## src/hw/rfsc_consts.svh

```systemverilog
// Constants for the fan speed controller: levels, clock rates and timings.
`ifndef RFSC_CONSTS_SVH
`define RFSC_CONSTS_SVH
`define RFSC_TARGET_OFF    8'hFF
`define RFSC_DRIVE_FULL    8'hFF
`define RFSC_DRIVE_ZERO    8'h00
`define RFSC_DRIVE_60      8'h99
`define RFSC_DRIVE_75      8'hBF
`define RFSC_POLES_RESET   2'h1
`define RFSC_SYS_HZ        40000000
`define RFSC_TB_HZ         32768
`define RFSC_TB_DIV        ((`RFSC_SYS_HZ + `RFSC_TB_HZ - 1) / `RFSC_TB_HZ)
`define RFSC_MS_TICKS      33
`define RFSC_SPIN_250MS    12'h0FA
`define RFSC_SPIN_500MS    12'h1F4
`define RFSC_SPIN_1S       12'h3E8
`define RFSC_SPIN_2S       12'h7D0
`define RFSC_UPD_BASE      11'h064
`define RFSC_UPD_LONG      11'h640
`endif

```

## src/hw/rfsc_pkg.sv

```systemverilog
// Types shared by the fan speed controller files.
package rfsc_pkg;
    typedef enum logic [1:0] {
        RFSC_RUN,
        RFSC_SPIN_FULL,
        RFSC_SPIN_LEVEL,
        RFSC_STRAP_HOLD
    } rfsc_state_e;
endpackage

```

## src/hw/rfsc_fan_ctrl.sv

```systemverilog
// Top of the fan speed controller: timebase, regulation and spin-up.
`timescale 1ns/1ps
`include "rfsc_consts.svh"
module rfsc_fan_ctrl (
    input  wire logic       clk_sys_i,
    input  wire logic       reset_i,
    input  wire logic       clk_strap_i,
    input  wire logic       ext_tb_i,
    input  wire logic [1:0] drive_strap_i,
    input  wire logic       tach_i,
    input  wire logic       alg_en_i,
    input  wire logic [7:0] target_i,
    input  wire logic [7:0] valid_limit_i,
    input  wire logic [7:0] manual_drive_i,
    input  wire logic       spin_level_75_i,
    input  wire logic [1:0] spin_time_i,
    input  wire logic [7:0] step_i,
    input  wire logic [7:0] min_drive_i,
    input  wire logic [2:0] update_sel_i,
    input  wire logic [1:0] poles_i,
    input  wire logic       stall_clear_i,
    input  wire logic       spin_fail_clear_i,
    output logic [7:0]      drive_o,
    output logic            driver_en_o,
    output logic [7:0]      tach_count_o,
    output logic            stall_o,
    output logic            spin_fail_o,
    output logic            ext_clk_sel_o,
    output logic            stall_irq_o
);
    // ========================================
    // Clock-source strap and timebase tick
    // ========================================
    logic        strap_done_reg;       // Straps caught once after reset.
    logic        strap_done_next;      // Next strap-caught flag.
    logic        ext_sel_reg;          // Latched clock-source choice.
    logic        ext_sel_next;         // Next clock-source choice.
    logic [1:0]  mode_strap_reg;       // Latched drive strap.
    logic [1:0]  mode_strap_next;      // Next drive strap.
    logic [10:0] div_reg;              // Internal timebase divider.
    logic [10:0] div_next;             // Next divider value.
    logic        ext_d_reg;            // Last external timebase level.
    logic        ext_d_next;           // Next external level.
    logic        tick;                 // One timebase period has passed.

    // Latches the straps on the first clock after reset, then holds them.
    always_comb begin
        strap_done_next = 1'b1;
        ext_sel_next    = strap_done_reg ? ext_sel_reg : clk_strap_i;
        mode_strap_next = strap_done_reg ? mode_strap_reg : drive_strap_i;
        div_next        = (div_reg == 11'(`RFSC_TB_DIV - 1)) ? 11'h000
                                                            : div_reg + 11'h001;
        ext_d_next      = ext_tb_i;
    end

    // Chooses internal divider or rising edge of the external timebase.
    assign tick = ext_sel_reg ? (ext_tb_i && !ext_d_reg)
                              : (div_reg == 11'h000);

    // Registers the strap latches, the divider and the external level.
    // The straps are caught once, so later pin changes are ignored.
    always_ff @(posedge clk_sys_i) begin
        if (reset_i) begin
            strap_done_reg <= 1'b0;
            ext_sel_reg    <= 1'b0;
            mode_strap_reg <= 2'h0;
            div_reg        <= 11'h000;
            ext_d_reg      <= 1'b0;
        end else begin
            strap_done_reg <= strap_done_next;
            ext_sel_reg    <= ext_sel_next;
            mode_strap_reg <= mode_strap_next;
            div_reg        <= div_next;
            ext_d_reg      <= ext_d_next;
        end
    end

    // ========================================
    // Tach measurement
    // ========================================
    logic [7:0] meas;                  // Latest count per revolution.

    // The capture strobe is not needed here: every check reads the
    // latest count, which holds until the next revolution or timeout is captured.

    rfsc_tach_meter u_meter (
        .clk_sys_i (clk_sys_i),
        .reset_i   (reset_i),
        .tick_i    (tick),
        .tach_i    (tach_i),
        .poles_i   (poles_i),
        .count_o   (meas),
        .done_o    ()
    );

    // ========================================
    // Millisecond ticks, spin time and update time
    // ========================================
    logic [5:0]  ms_reg;               // Ticks inside one millisecond.
    logic [5:0]  ms_next;              // Next millisecond count.
    logic        ms_tick;              // One millisecond passed.
    logic [11:0] spin_len;             // Spin time in milliseconds.
    logic [10:0] upd_len;              // Update period in milliseconds.

    assign ms_tick = tick && (ms_reg == 6'(`RFSC_MS_TICKS - 1));

    // Counts timebase ticks into milliseconds and decodes the spin and
    // update lengths; all timers below run in whole milliseconds.
    always_comb begin
        ms_next = tick ? (ms_tick ? 6'h00 : ms_reg + 6'h01) : ms_reg;
        case (spin_time_i)
            2'h0:    spin_len = `RFSC_SPIN_250MS;
            2'h1:    spin_len = `RFSC_SPIN_500MS;
            2'h2:    spin_len = `RFSC_SPIN_1S;
            default: spin_len = `RFSC_SPIN_2S;
        endcase
        upd_len = 11'(`RFSC_UPD_BASE << update_sel_i[1:0]); // Base times 2^n.
        if (update_sel_i[2]) begin
            upd_len = `RFSC_UPD_LONG;
        end
    end

    // Registers the millisecond counter.
    // It free-runs so that every timer sees the same millisecond grid.
    always_ff @(posedge clk_sys_i) begin
        if (reset_i) begin
            ms_reg <= 6'h00;
        end else begin
            ms_reg <= ms_next;
        end
    end

    // ========================================
    // Regulation, spin-up and stall flags
    // ========================================
    rfsc_pkg::rfsc_state_e state_reg;  // Drive control state.
    rfsc_pkg::rfsc_state_e state_next; // Next control state.
    logic [7:0]  drive_reg;            // Drive level to the driver.
    logic [7:0]  drive_next;           // Next drive level.
    logic        en_reg;               // Driver enabled.
    logic        en_next;              // Next driver enable.
    logic [11:0] timer_reg;            // Spin or update timer in ms.
    logic [11:0] timer_next;           // Next timer value.
    logic [11:0] mask_reg;             // Manual stall mask time left.
    logic [11:0] mask_next;            // Next mask time.
    logic        alg_d_reg;            // Last algorithm enable.
    logic        alg_d_next;           // Next algorithm enable copy.
    logic [7:0]  man_d_reg;            // Last manual drive value.
    logic [7:0]  man_d_next;           // Next manual drive copy.
    logic [7:0]  tgt_d_reg;            // Last target value.
    logic [7:0]  tgt_d_next;           // Next target copy.
    logic        stall_reg;            // Sticky stall flag.
    logic        stall_next;           // Next stall flag.
    logic        fail_reg;             // Sticky spin-failure flag.
    logic        fail_next;            // Next failure flag.
    logic        over;                 // Measured count over the limit.
    logic        tgt_off;              // Target requests driver off.
    logic [7:0]  spin_lvl;             // Second-phase spin level.
    logic [8:0]  up_sum;               // Drive plus step.
    logic [8:0]  dn_dif;               // Drive minus step.
    logic        mask_go;              // Manual stall mask restarts now.
    logic        dn_floor;             // Step down would pass the minimum.

    assign over     = meas > valid_limit_i;
    assign tgt_off  = target_i == `RFSC_TARGET_OFF;
    assign spin_lvl = spin_level_75_i ? `RFSC_DRIVE_75 : `RFSC_DRIVE_60;
    assign up_sum   = {1'b0, drive_reg} + {1'b0, step_i};
    assign dn_dif   = {1'b0, drive_reg} - {1'b0, step_i};
    // Entering manual mode or leaving 00h restarts the stall mask; the
    // same cycle must not flag, or the mask would open one cycle late.
    assign mask_go  = !alg_en_i && (alg_d_reg
                      || (man_d_reg == `RFSC_DRIVE_ZERO
                          && manual_drive_i != `RFSC_DRIVE_ZERO));
    // Stepping down must neither wrap below zero nor pass the minimum.
    assign dn_floor = dn_dif[8] || dn_dif[7:0] < min_drive_i;

    // Computes drive, spin-up sequencing and the flags.
    always_comb begin
        state_next = state_reg;
        drive_next = drive_reg;
        en_next    = en_reg;
        timer_next = (ms_tick && timer_reg != 12'h000) ? timer_reg - 12'h001
                                                        : timer_reg;
        mask_next  = (ms_tick && mask_reg != 12'h000) ? mask_reg - 12'h001
                                                       : mask_reg;
        alg_d_next = alg_en_i;
        man_d_next = manual_drive_i;
        tgt_d_next = target_i;
        stall_next = stall_reg && !stall_clear_i;
        fail_next  = fail_reg && !spin_fail_clear_i;
        if (!alg_en_i) begin
            // Manual drive applies at once; spin-up stays out.
            drive_next = manual_drive_i;
            en_next    = manual_drive_i != `RFSC_DRIVE_ZERO;
            state_next = rfsc_pkg::RFSC_RUN;
            if (mask_go) begin
                mask_next = spin_len;
            end
            // The cycle that opens the mask may not flag a stall either.
            if (over && mask_reg == 12'h000 && !mask_go) begin
                stall_next = 1'b1;
            end
        end else if (tgt_off && target_i != tgt_d_reg) begin
            // A write of FFh stops the driver even in the middle of a
            // spin-up; the loop then waits in the run state for a target.
            state_next = rfsc_pkg::RFSC_RUN;
            en_next    = 1'b0;
            drive_next = `RFSC_DRIVE_ZERO;
        end else begin
            case (state_reg)
                rfsc_pkg::RFSC_STRAP_HOLD: begin
                    // Strap drive holds until the target is written.
                    if (target_i != tgt_d_reg) begin
                        state_next = rfsc_pkg::RFSC_RUN;
                        timer_next = {1'b0, upd_len};
                        if (mode_strap_reg == 2'h0 && !tgt_off) begin
                            state_next = rfsc_pkg::RFSC_SPIN_FULL;
                            timer_next = {2'h0, spin_len[11:2]};
                        end
                    end
                end
                rfsc_pkg::RFSC_SPIN_FULL: begin
                    // Full drive for the first quarter of the spin time.
                    drive_next = `RFSC_DRIVE_FULL;
                    en_next    = 1'b1;
                    if (timer_reg == 12'h000) begin
                        state_next = rfsc_pkg::RFSC_SPIN_LEVEL;
                        timer_next = spin_len - {2'h0, spin_len[11:2]};
                    end
                end
                rfsc_pkg::RFSC_SPIN_LEVEL: begin
                    // Chosen level for the rest, then the count is judged.
                    drive_next = spin_lvl;
                    if (timer_reg == 12'h000) begin
                        if (over) begin
                            fail_next  = 1'b1;
                            state_next = rfsc_pkg::RFSC_SPIN_FULL;
                            timer_next = {2'h0, spin_len[11:2]};
                        end else begin
                            state_next = rfsc_pkg::RFSC_RUN;
                            timer_next = {1'b0, upd_len};
                        end
                    end
                end
                default: begin
                    // Run: regulation acts only at update boundaries.
                    if (tgt_off) begin
                        en_next    = 1'b0;
                        drive_next = `RFSC_DRIVE_ZERO;
                    end else if ((tgt_d_reg == `RFSC_TARGET_OFF
                                  && target_i < valid_limit_i)
                                 || !alg_d_reg) begin
                        state_next = rfsc_pkg::RFSC_SPIN_FULL;
                        timer_next = {2'h0, spin_len[11:2]};
                    end else if (timer_reg == 12'h000) begin
                        timer_next = {1'b0, upd_len};
                        en_next    = 1'b1;
                        if (over) begin
                            stall_next = 1'b1;
                            state_next = rfsc_pkg::RFSC_SPIN_FULL;
                            timer_next = {2'h0, spin_len[11:2]};
                        end else if (meas > target_i) begin
                            // Slow fan: raise drive by at most one step.
                            drive_next = up_sum[8] ? 8'hFF : up_sum[7:0];
                        end else if (meas < target_i) begin
                            // Fast fan: lower drive, floored at minimum.
                            drive_next = dn_floor ? min_drive_i
                                                  : dn_dif[7:0];
                        end
                        if (!over && drive_next < min_drive_i) begin
                            drive_next = min_drive_i;
                        end
                    end
                    // Other target changes are used at the next update; a write of FFh, or leaving FFh below the limit, acts at once.
                end
            endcase
        end
        if (!strap_done_reg) begin
            // First cycle after reset: the drive strap picks a hold at 0%
            // or an immediate spin-up; flags and the algorithm and manual edge copies keep still.
            state_next = rfsc_pkg::RFSC_SPIN_FULL;
            if (drive_strap_i == 2'h0) begin
                state_next = rfsc_pkg::RFSC_STRAP_HOLD;
            end
            drive_next = `RFSC_DRIVE_ZERO;
            en_next    = 1'b0;
            timer_next = {2'h0, spin_len[11:2]};
            mask_next  = mask_reg;
            alg_d_next = alg_d_reg;
            man_d_next = man_d_reg;
            stall_next = stall_reg;
            fail_next  = fail_reg;
        end
    end

    // Registers control state; reset picks strap drive and spin-up.
    always_ff @(posedge clk_sys_i) begin
        if (reset_i) begin
            state_reg <= rfsc_pkg::RFSC_STRAP_HOLD;
            drive_reg <= `RFSC_DRIVE_ZERO;
            en_reg    <= 1'b0;
            timer_reg <= 12'h000;
            mask_reg  <= 12'h000;
            alg_d_reg <= 1'b1;
            man_d_reg <= `RFSC_DRIVE_ZERO;
            tgt_d_reg <= `RFSC_TARGET_OFF;
            stall_reg <= 1'b0;
            fail_reg  <= 1'b0;
        end else begin
            state_reg <= state_next;
            drive_reg <= drive_next;
            en_reg    <= en_next;
            timer_reg <= timer_next;
            mask_reg  <= mask_next;
            alg_d_reg <= alg_d_next;
            man_d_reg <= man_d_next;
            tgt_d_reg <= tgt_d_next;
            stall_reg <= stall_next;
            fail_reg  <= fail_next;
        end
    end

    // ========================================
    // Outputs
    // ========================================
    logic [7:0] tc_reg;                // Registered tach count.

    // Registers the measured count so the port comes from a flip-flop.
    // It reads FFh until the first revolution or timeout is captured.
    always_ff @(posedge clk_sys_i) begin
        if (reset_i) begin
            tc_reg <= 8'hFF;
        end else begin
            tc_reg <= meas;
        end
    end

    assign drive_o       = drive_reg;
    assign driver_en_o   = en_reg;
    assign tach_count_o  = tc_reg;
    assign stall_o       = stall_reg;
    assign spin_fail_o   = fail_reg;
    assign ext_clk_sel_o = ext_sel_reg;
    // The interrupt follows the sticky flag; the masks act on the flag.
    assign stall_irq_o   = stall_reg;
endmodule // rfsc_fan_ctrl

```

## src/hw/rfsc_tach_meter.sv

```systemverilog
// Tachometer period meter counting timebase ticks per fan revolution.
`timescale 1ns/1ps
`include "rfsc_consts.svh"
module rfsc_tach_meter (
    input  wire logic       clk_sys_i,
    input  wire logic       reset_i,
    input  wire logic       tick_i,
    input  wire logic       tach_i,
    input  wire logic [1:0] poles_i,
    output logic [7:0]      count_o,
    output logic            done_o
);
    // ========================================
    // Edge counting and period capture
    // ========================================
    logic       tach_d_reg;            // Last tach level.
    logic       tach_d_next;           // Next tach level.
    logic [8:0] run_reg;               // Running tick count, restarts after 1FFh.
    logic [8:0] run_next;              // Next running count.
    logic [2:0] edges_reg;             // Rising edges this revolution.
    logic [2:0] edges_next;            // Next edge count.
    logic [7:0] count_reg;             // Captured count per revolution.
    logic [7:0] count_next;            // Next captured count.
    logic       done_reg;              // One-cycle capture pulse.
    logic       done_next;             // Next capture pulse.

    // Counts ticks and captures once per revolution; slow fans saturate.
    always_comb begin
        tach_d_next = tach_i;
        run_next    = run_reg;
        edges_next  = edges_reg;
        count_next  = count_reg;
        done_next   = 1'b0;
        if (tick_i && run_reg != 9'h1FF) begin
            run_next = run_reg + 9'h001;
        end
        if (tach_i && !tach_d_reg) begin
            // One edge per pole; revolution ends after poles_i + 1 edges.
            if (edges_reg == {1'b0, poles_i}) begin
                count_next = run_reg[8] ? 8'hFF : run_reg[7:0];
                done_next  = 1'b1;
                run_next   = 9'h000;
                edges_next = 3'h0;
            end else begin
                edges_next = edges_reg + 3'h1;
            end
        end else if (run_reg == 9'h1FF && tick_i) begin
            // Stopped fan: report the largest count.
            count_next = 8'hFF;
            done_next  = 1'b1;
            run_next   = 9'h000;
            edges_next = 3'h0;
        end
    end

    // Registers the meter state.
    always_ff @(posedge clk_sys_i) begin
        if (reset_i) begin
            tach_d_reg <= 1'b1; // Idle high, so no edge follows reset.
            run_reg    <= 9'h000;
            edges_reg  <= 3'h0;
            count_reg  <= 8'hFF;
            done_reg   <= 1'b0;
        end else begin
            tach_d_reg <= tach_d_next;
            run_reg    <= run_next;
            edges_reg  <= edges_next;
            count_reg  <= count_next;
            done_reg   <= done_next;
        end
    end

    assign count_o = count_reg;
    assign done_o  = done_reg;
endmodule // rfsc_tach_meter

```

## config.mk

```make
export PLATFORM = sky130hd
export DESIGN_NAME = rfsc_fan_ctrl
export DESIGN_NICKNAME = d
export VERILOG_FILES = /design/src/hw/rfsc_pkg.sv /design/src/hw/rfsc_fan_ctrl.sv /design/src/hw/rfsc_tach_meter.sv
export VERILOG_INCLUDE_DIRS = /design/src /design/src/hw
export SDC_FILE = /design/constraint.sdc
export NUM_CORES = 1
export LEC_CHECK = 0
export ABC_AREA = 1
export BUFFER_PORTS_ARGS = -buffer_cell sky130_fd_sc_hd__buf_2
export CORE_MARGIN = 1
export CORE_UTILIZATION = 55
export DETAILED_ROUTE_END_ITERATION = 10
export PLACE_DENSITY = 0.78
export SLEW_MARGIN = 20
export SYNTH_ARGS = -nofsm -noshare
export SYNTH_HDL_FRONTEND = slang
export SYNTH_HIERARCHICAL = 1
export SYNTH_SLANG_ARGS = --single-unit
```

## constraint.sdc

```tcl
create_clock -name clk_sys_i -period 4.5 [get_ports clk_sys_i]
set_input_delay 0.225 -clock clk_sys_i [delete_from_list [all_inputs] [get_ports clk_sys_i]]
set_output_delay 0.225 -clock clk_sys_i [all_outputs]
set_load 0.005 [all_outputs]
```

==> results.tsv <==
stage	metric	value	unit
outcome	status	finished with violations	
outcome	violated checks	design-rule violations	
min_path	Worst Hold Depth	3	
placement	PortBufs	78	
layout	nets	1459	
critical_path	kind of critical path	register to register	
drt	Vias/cell	5.626	
power_and_ir_drop	P_int	1.701	mW
global_route	GR Util met3	0.04835	
timing	unrepaired setup endpoints after global routing	true	
floorplan	num rows	44	
power_and_ir_drop	worst vdd ir	0.0003024	V
layout	synthesis-to-layout area growth	12.75	%
global_route	vias in the first global route	7844	
critical_path	CP Data Arrival Time	4.55	ns
timing	final setup margin	0.2034	ns
drt	drt first pass iters	9	
placement	Placed Instance Area	8882	um2
timing	fin crit share	0.9548	
power_and_ir_drop	Comb power frac	0.326	
timing	Max Clk Rate	232.7	MHz
clock_network	TritonCTS Sinks	105	
placement	GPL Wtd Cong	0.9280	
global_route	largest net degree at the start of global routing	32	
placement	Post-Place Setup Slack	-0.06113	ns
floorplan	I/O pin count	79	
critical_path	R2R depth	29	
drt	ANT nets after route	0	
placement	post-DP HPWL	16940	um
critical_path	CP peak stage delay	0.37	ns
layout	post-route core utilization	0.6424	
floorplan	starting density of the core	0.5698	
clock_network	clk root buf	clkbuf_16	
timing	Tightest Pin Transition	0.7373	ns
global_route	global-route wire length before repair	36940	um
drt	DRT iter0 DRCs	706	
drt	Remaining DRCs	12	
layout	layout cells sized above 1	0.1608	
min_path	Tightest Hold Check Type	input port to register	
clock_network	Inserted Clock Buffers	9	
synthesis	Syn Nets	1377	
floorplan	total die area	15670	um2
min_path	hold path start	tach_i	
global_route	grt peak-use layer	met2	
power_and_ir_drop	clock power share	0.293	
timing	fin crit period	4.297	ns
layout	Final Instance Area	9408	um2
critical_path	Required @ worst endpoint	4.75	ns
layout	# diodes	0	
power_and_ir_drop	Final Power	2.678	mW
global_route	met2 Use GR	0.4788	
power_and_ir_drop	Lkg Pwr	4.506	nW
critical_path	most frequent CP cell	nand2_1	
clock_network	CTS tree	built	
power_and_ir_drop	pwr dens	284.6	nW/um2
clock_network	CTS Buffer Depth	2	
global_route	Total GRT Usage	0.2887	
synthesis	Mean Syn Cell Area	6.740	um2
clock_network	CTS clk-pin slew, worst paths	0.07	ns
placement	Inst Count DP	1487	
timing	setup TNS	0	ns
critical_path	Worst setup SP type	register	
timing	hold slack final	0.05457	ns
min_path	hold worst-path end	u_meter/tach_d_reg	
power_and_ir_drop	net switching power	976.4	uW
timing	Max Slew Vio Count	0	
timing	final setup fails	0	
global_route	GRT overflow	0	
synthesis	Mapped Cells	1238	
timing	Final Hold Viols	0	
clock_network	H-tree Lvls	3	
layout	non-filler cells, final	1509	
clock_network	worst skew pair latency	0.36	ns
job	max cap viols	0	
power_and_ir_drop	switch share	0.3646	
critical_path	CP endpoint kind	register	
synthesis	Mapped Area	8344	um2
global_route	met1 GRT Util	0.3772	
drt	final WL	22560	um
floorplan	Die Wd	125.2	um
floorplan	total core area	14640	um2
clock_network	Hold-fix buffers, CTS	0	
critical_path	Critical-path top delay cell	fa_2	
critical_path	Reg2Reg Capture Point	drive_o[1]	
synthesis	Ys Warns	6	
critical_path	Critical path origin	drive_o[0]	
timing	Slew HR	0.5040	
floorplan	Die Span Y	125.2	um
drt	via count	8490	
drt	wire per inst	14.95	um
critical_path	worst-path maximum fanout	4	
power_and_ir_drop	sequential share of power	0.381	
timing	Clock Skew	0.01027	ns
critical_path	R2R Setup Slk	0.20	ns
global_route	initial antenna violation count	0	
critical_path	RR Startpoint	drive_o[0]	
## power groups by stage
stage | clock (mW) | combinational (mW) | sequential, mW
6_report | 0.784 | 0.872 | 1.02
5_1_grt | 0.828 | 0.980 | 1.03
4_1_cts | 0.799 | 0.790 | 1.02
3_5_place_dp | 0 | 0.782 | 1.04
3_3_place_gp | 0 | 0.772 | 1.04
2_1_floorplan | 0 | 0.582 | 1.03
## cell usage in the layout, fill, tap and decap left out, types with 4 or more instances in the layout
| cell | instances |
|---|---|
| ha_1 | 73 |
| clkbuf_16 | 9 |
| o211ai_1 | 16 |
| o21a_1 | 11 |
| inv_1 | 180 |
| o21ai_0 | 75 |
| nor2_2 | 7 |
| nand3_1 | 67 |
| nor3_1 | 19 |
| buf_2 | 78 |
| a31oi_1 | 7 |
| nand2_4 | 7 |
| dfxtp_1 | 102 |
| ha_4 | 5 |
| buf_4 | 18 |
| nand2_2 | 8 |
| o21ai_1 | 7 |
| nor4_1 | 9 |
| or2_2 | 15 |
| o22ai_1 | 11 |
| nor3_2 | 4 |
| xor2_1 | 27 |
| nand2_1 | 250 |
| nand3_2 | 6 |
| nand4_1 | 25 |
| a21oi_1 | 83 |
| a21oi_2 | 10 |
| nor2_1 | 111 |
| nor2_4 | 4 |
| nor3b_1 | 4 |
| inv_2 | 13 |
## critical path, delay by kind of cell (launching register included)
family          cells  cell delay, ns
flops               1            0.33
xor+xnor            1            0.19
simple gates       13            1.01
compound gates      6            1.14
buf+inv             5            0.47
fa+ha+maj           4            1.07
## worst max-delay path by stage
stage                     cells after the start         end
after detailed placement                     30  drive_o[3]
after global routing                         30  drive_o[3]
after CTS                                    29  drive_o[3]
final                                        29  drive_o[1]
after floorplan                              30  drive_o[6]
after global placement                       30  drive_o[0]
## what timing repair did
item,in CTS,in global routing
resized for setup,0,48
buffers inserted,1,4
endpoints found under the setup margin,8,8
gates cloned,0,1
pin swaps,1,16
## layer usage
layer  vias up  routed length (um)  part of all wire
met2       337               10460              0.46
met1      3866                9950              0.44
met3        40                1693             0.075
met5         -                   0                 0
li1       4247                   -                 -
met4         0                 453             0.020
## layout make-up
class | count | area, um2
sequential | 105 | 2108
fill | 1383 | 5236
tap | 184 | 230.2
multi-input combinational | 908 | 5483
clock buffer | 11 | 242.7
clock inverter | 5 | 45.04
timing repair buffer | 98 | 548.0
inverter | 198 | 750.7
(Power assumes the default switching activity.)
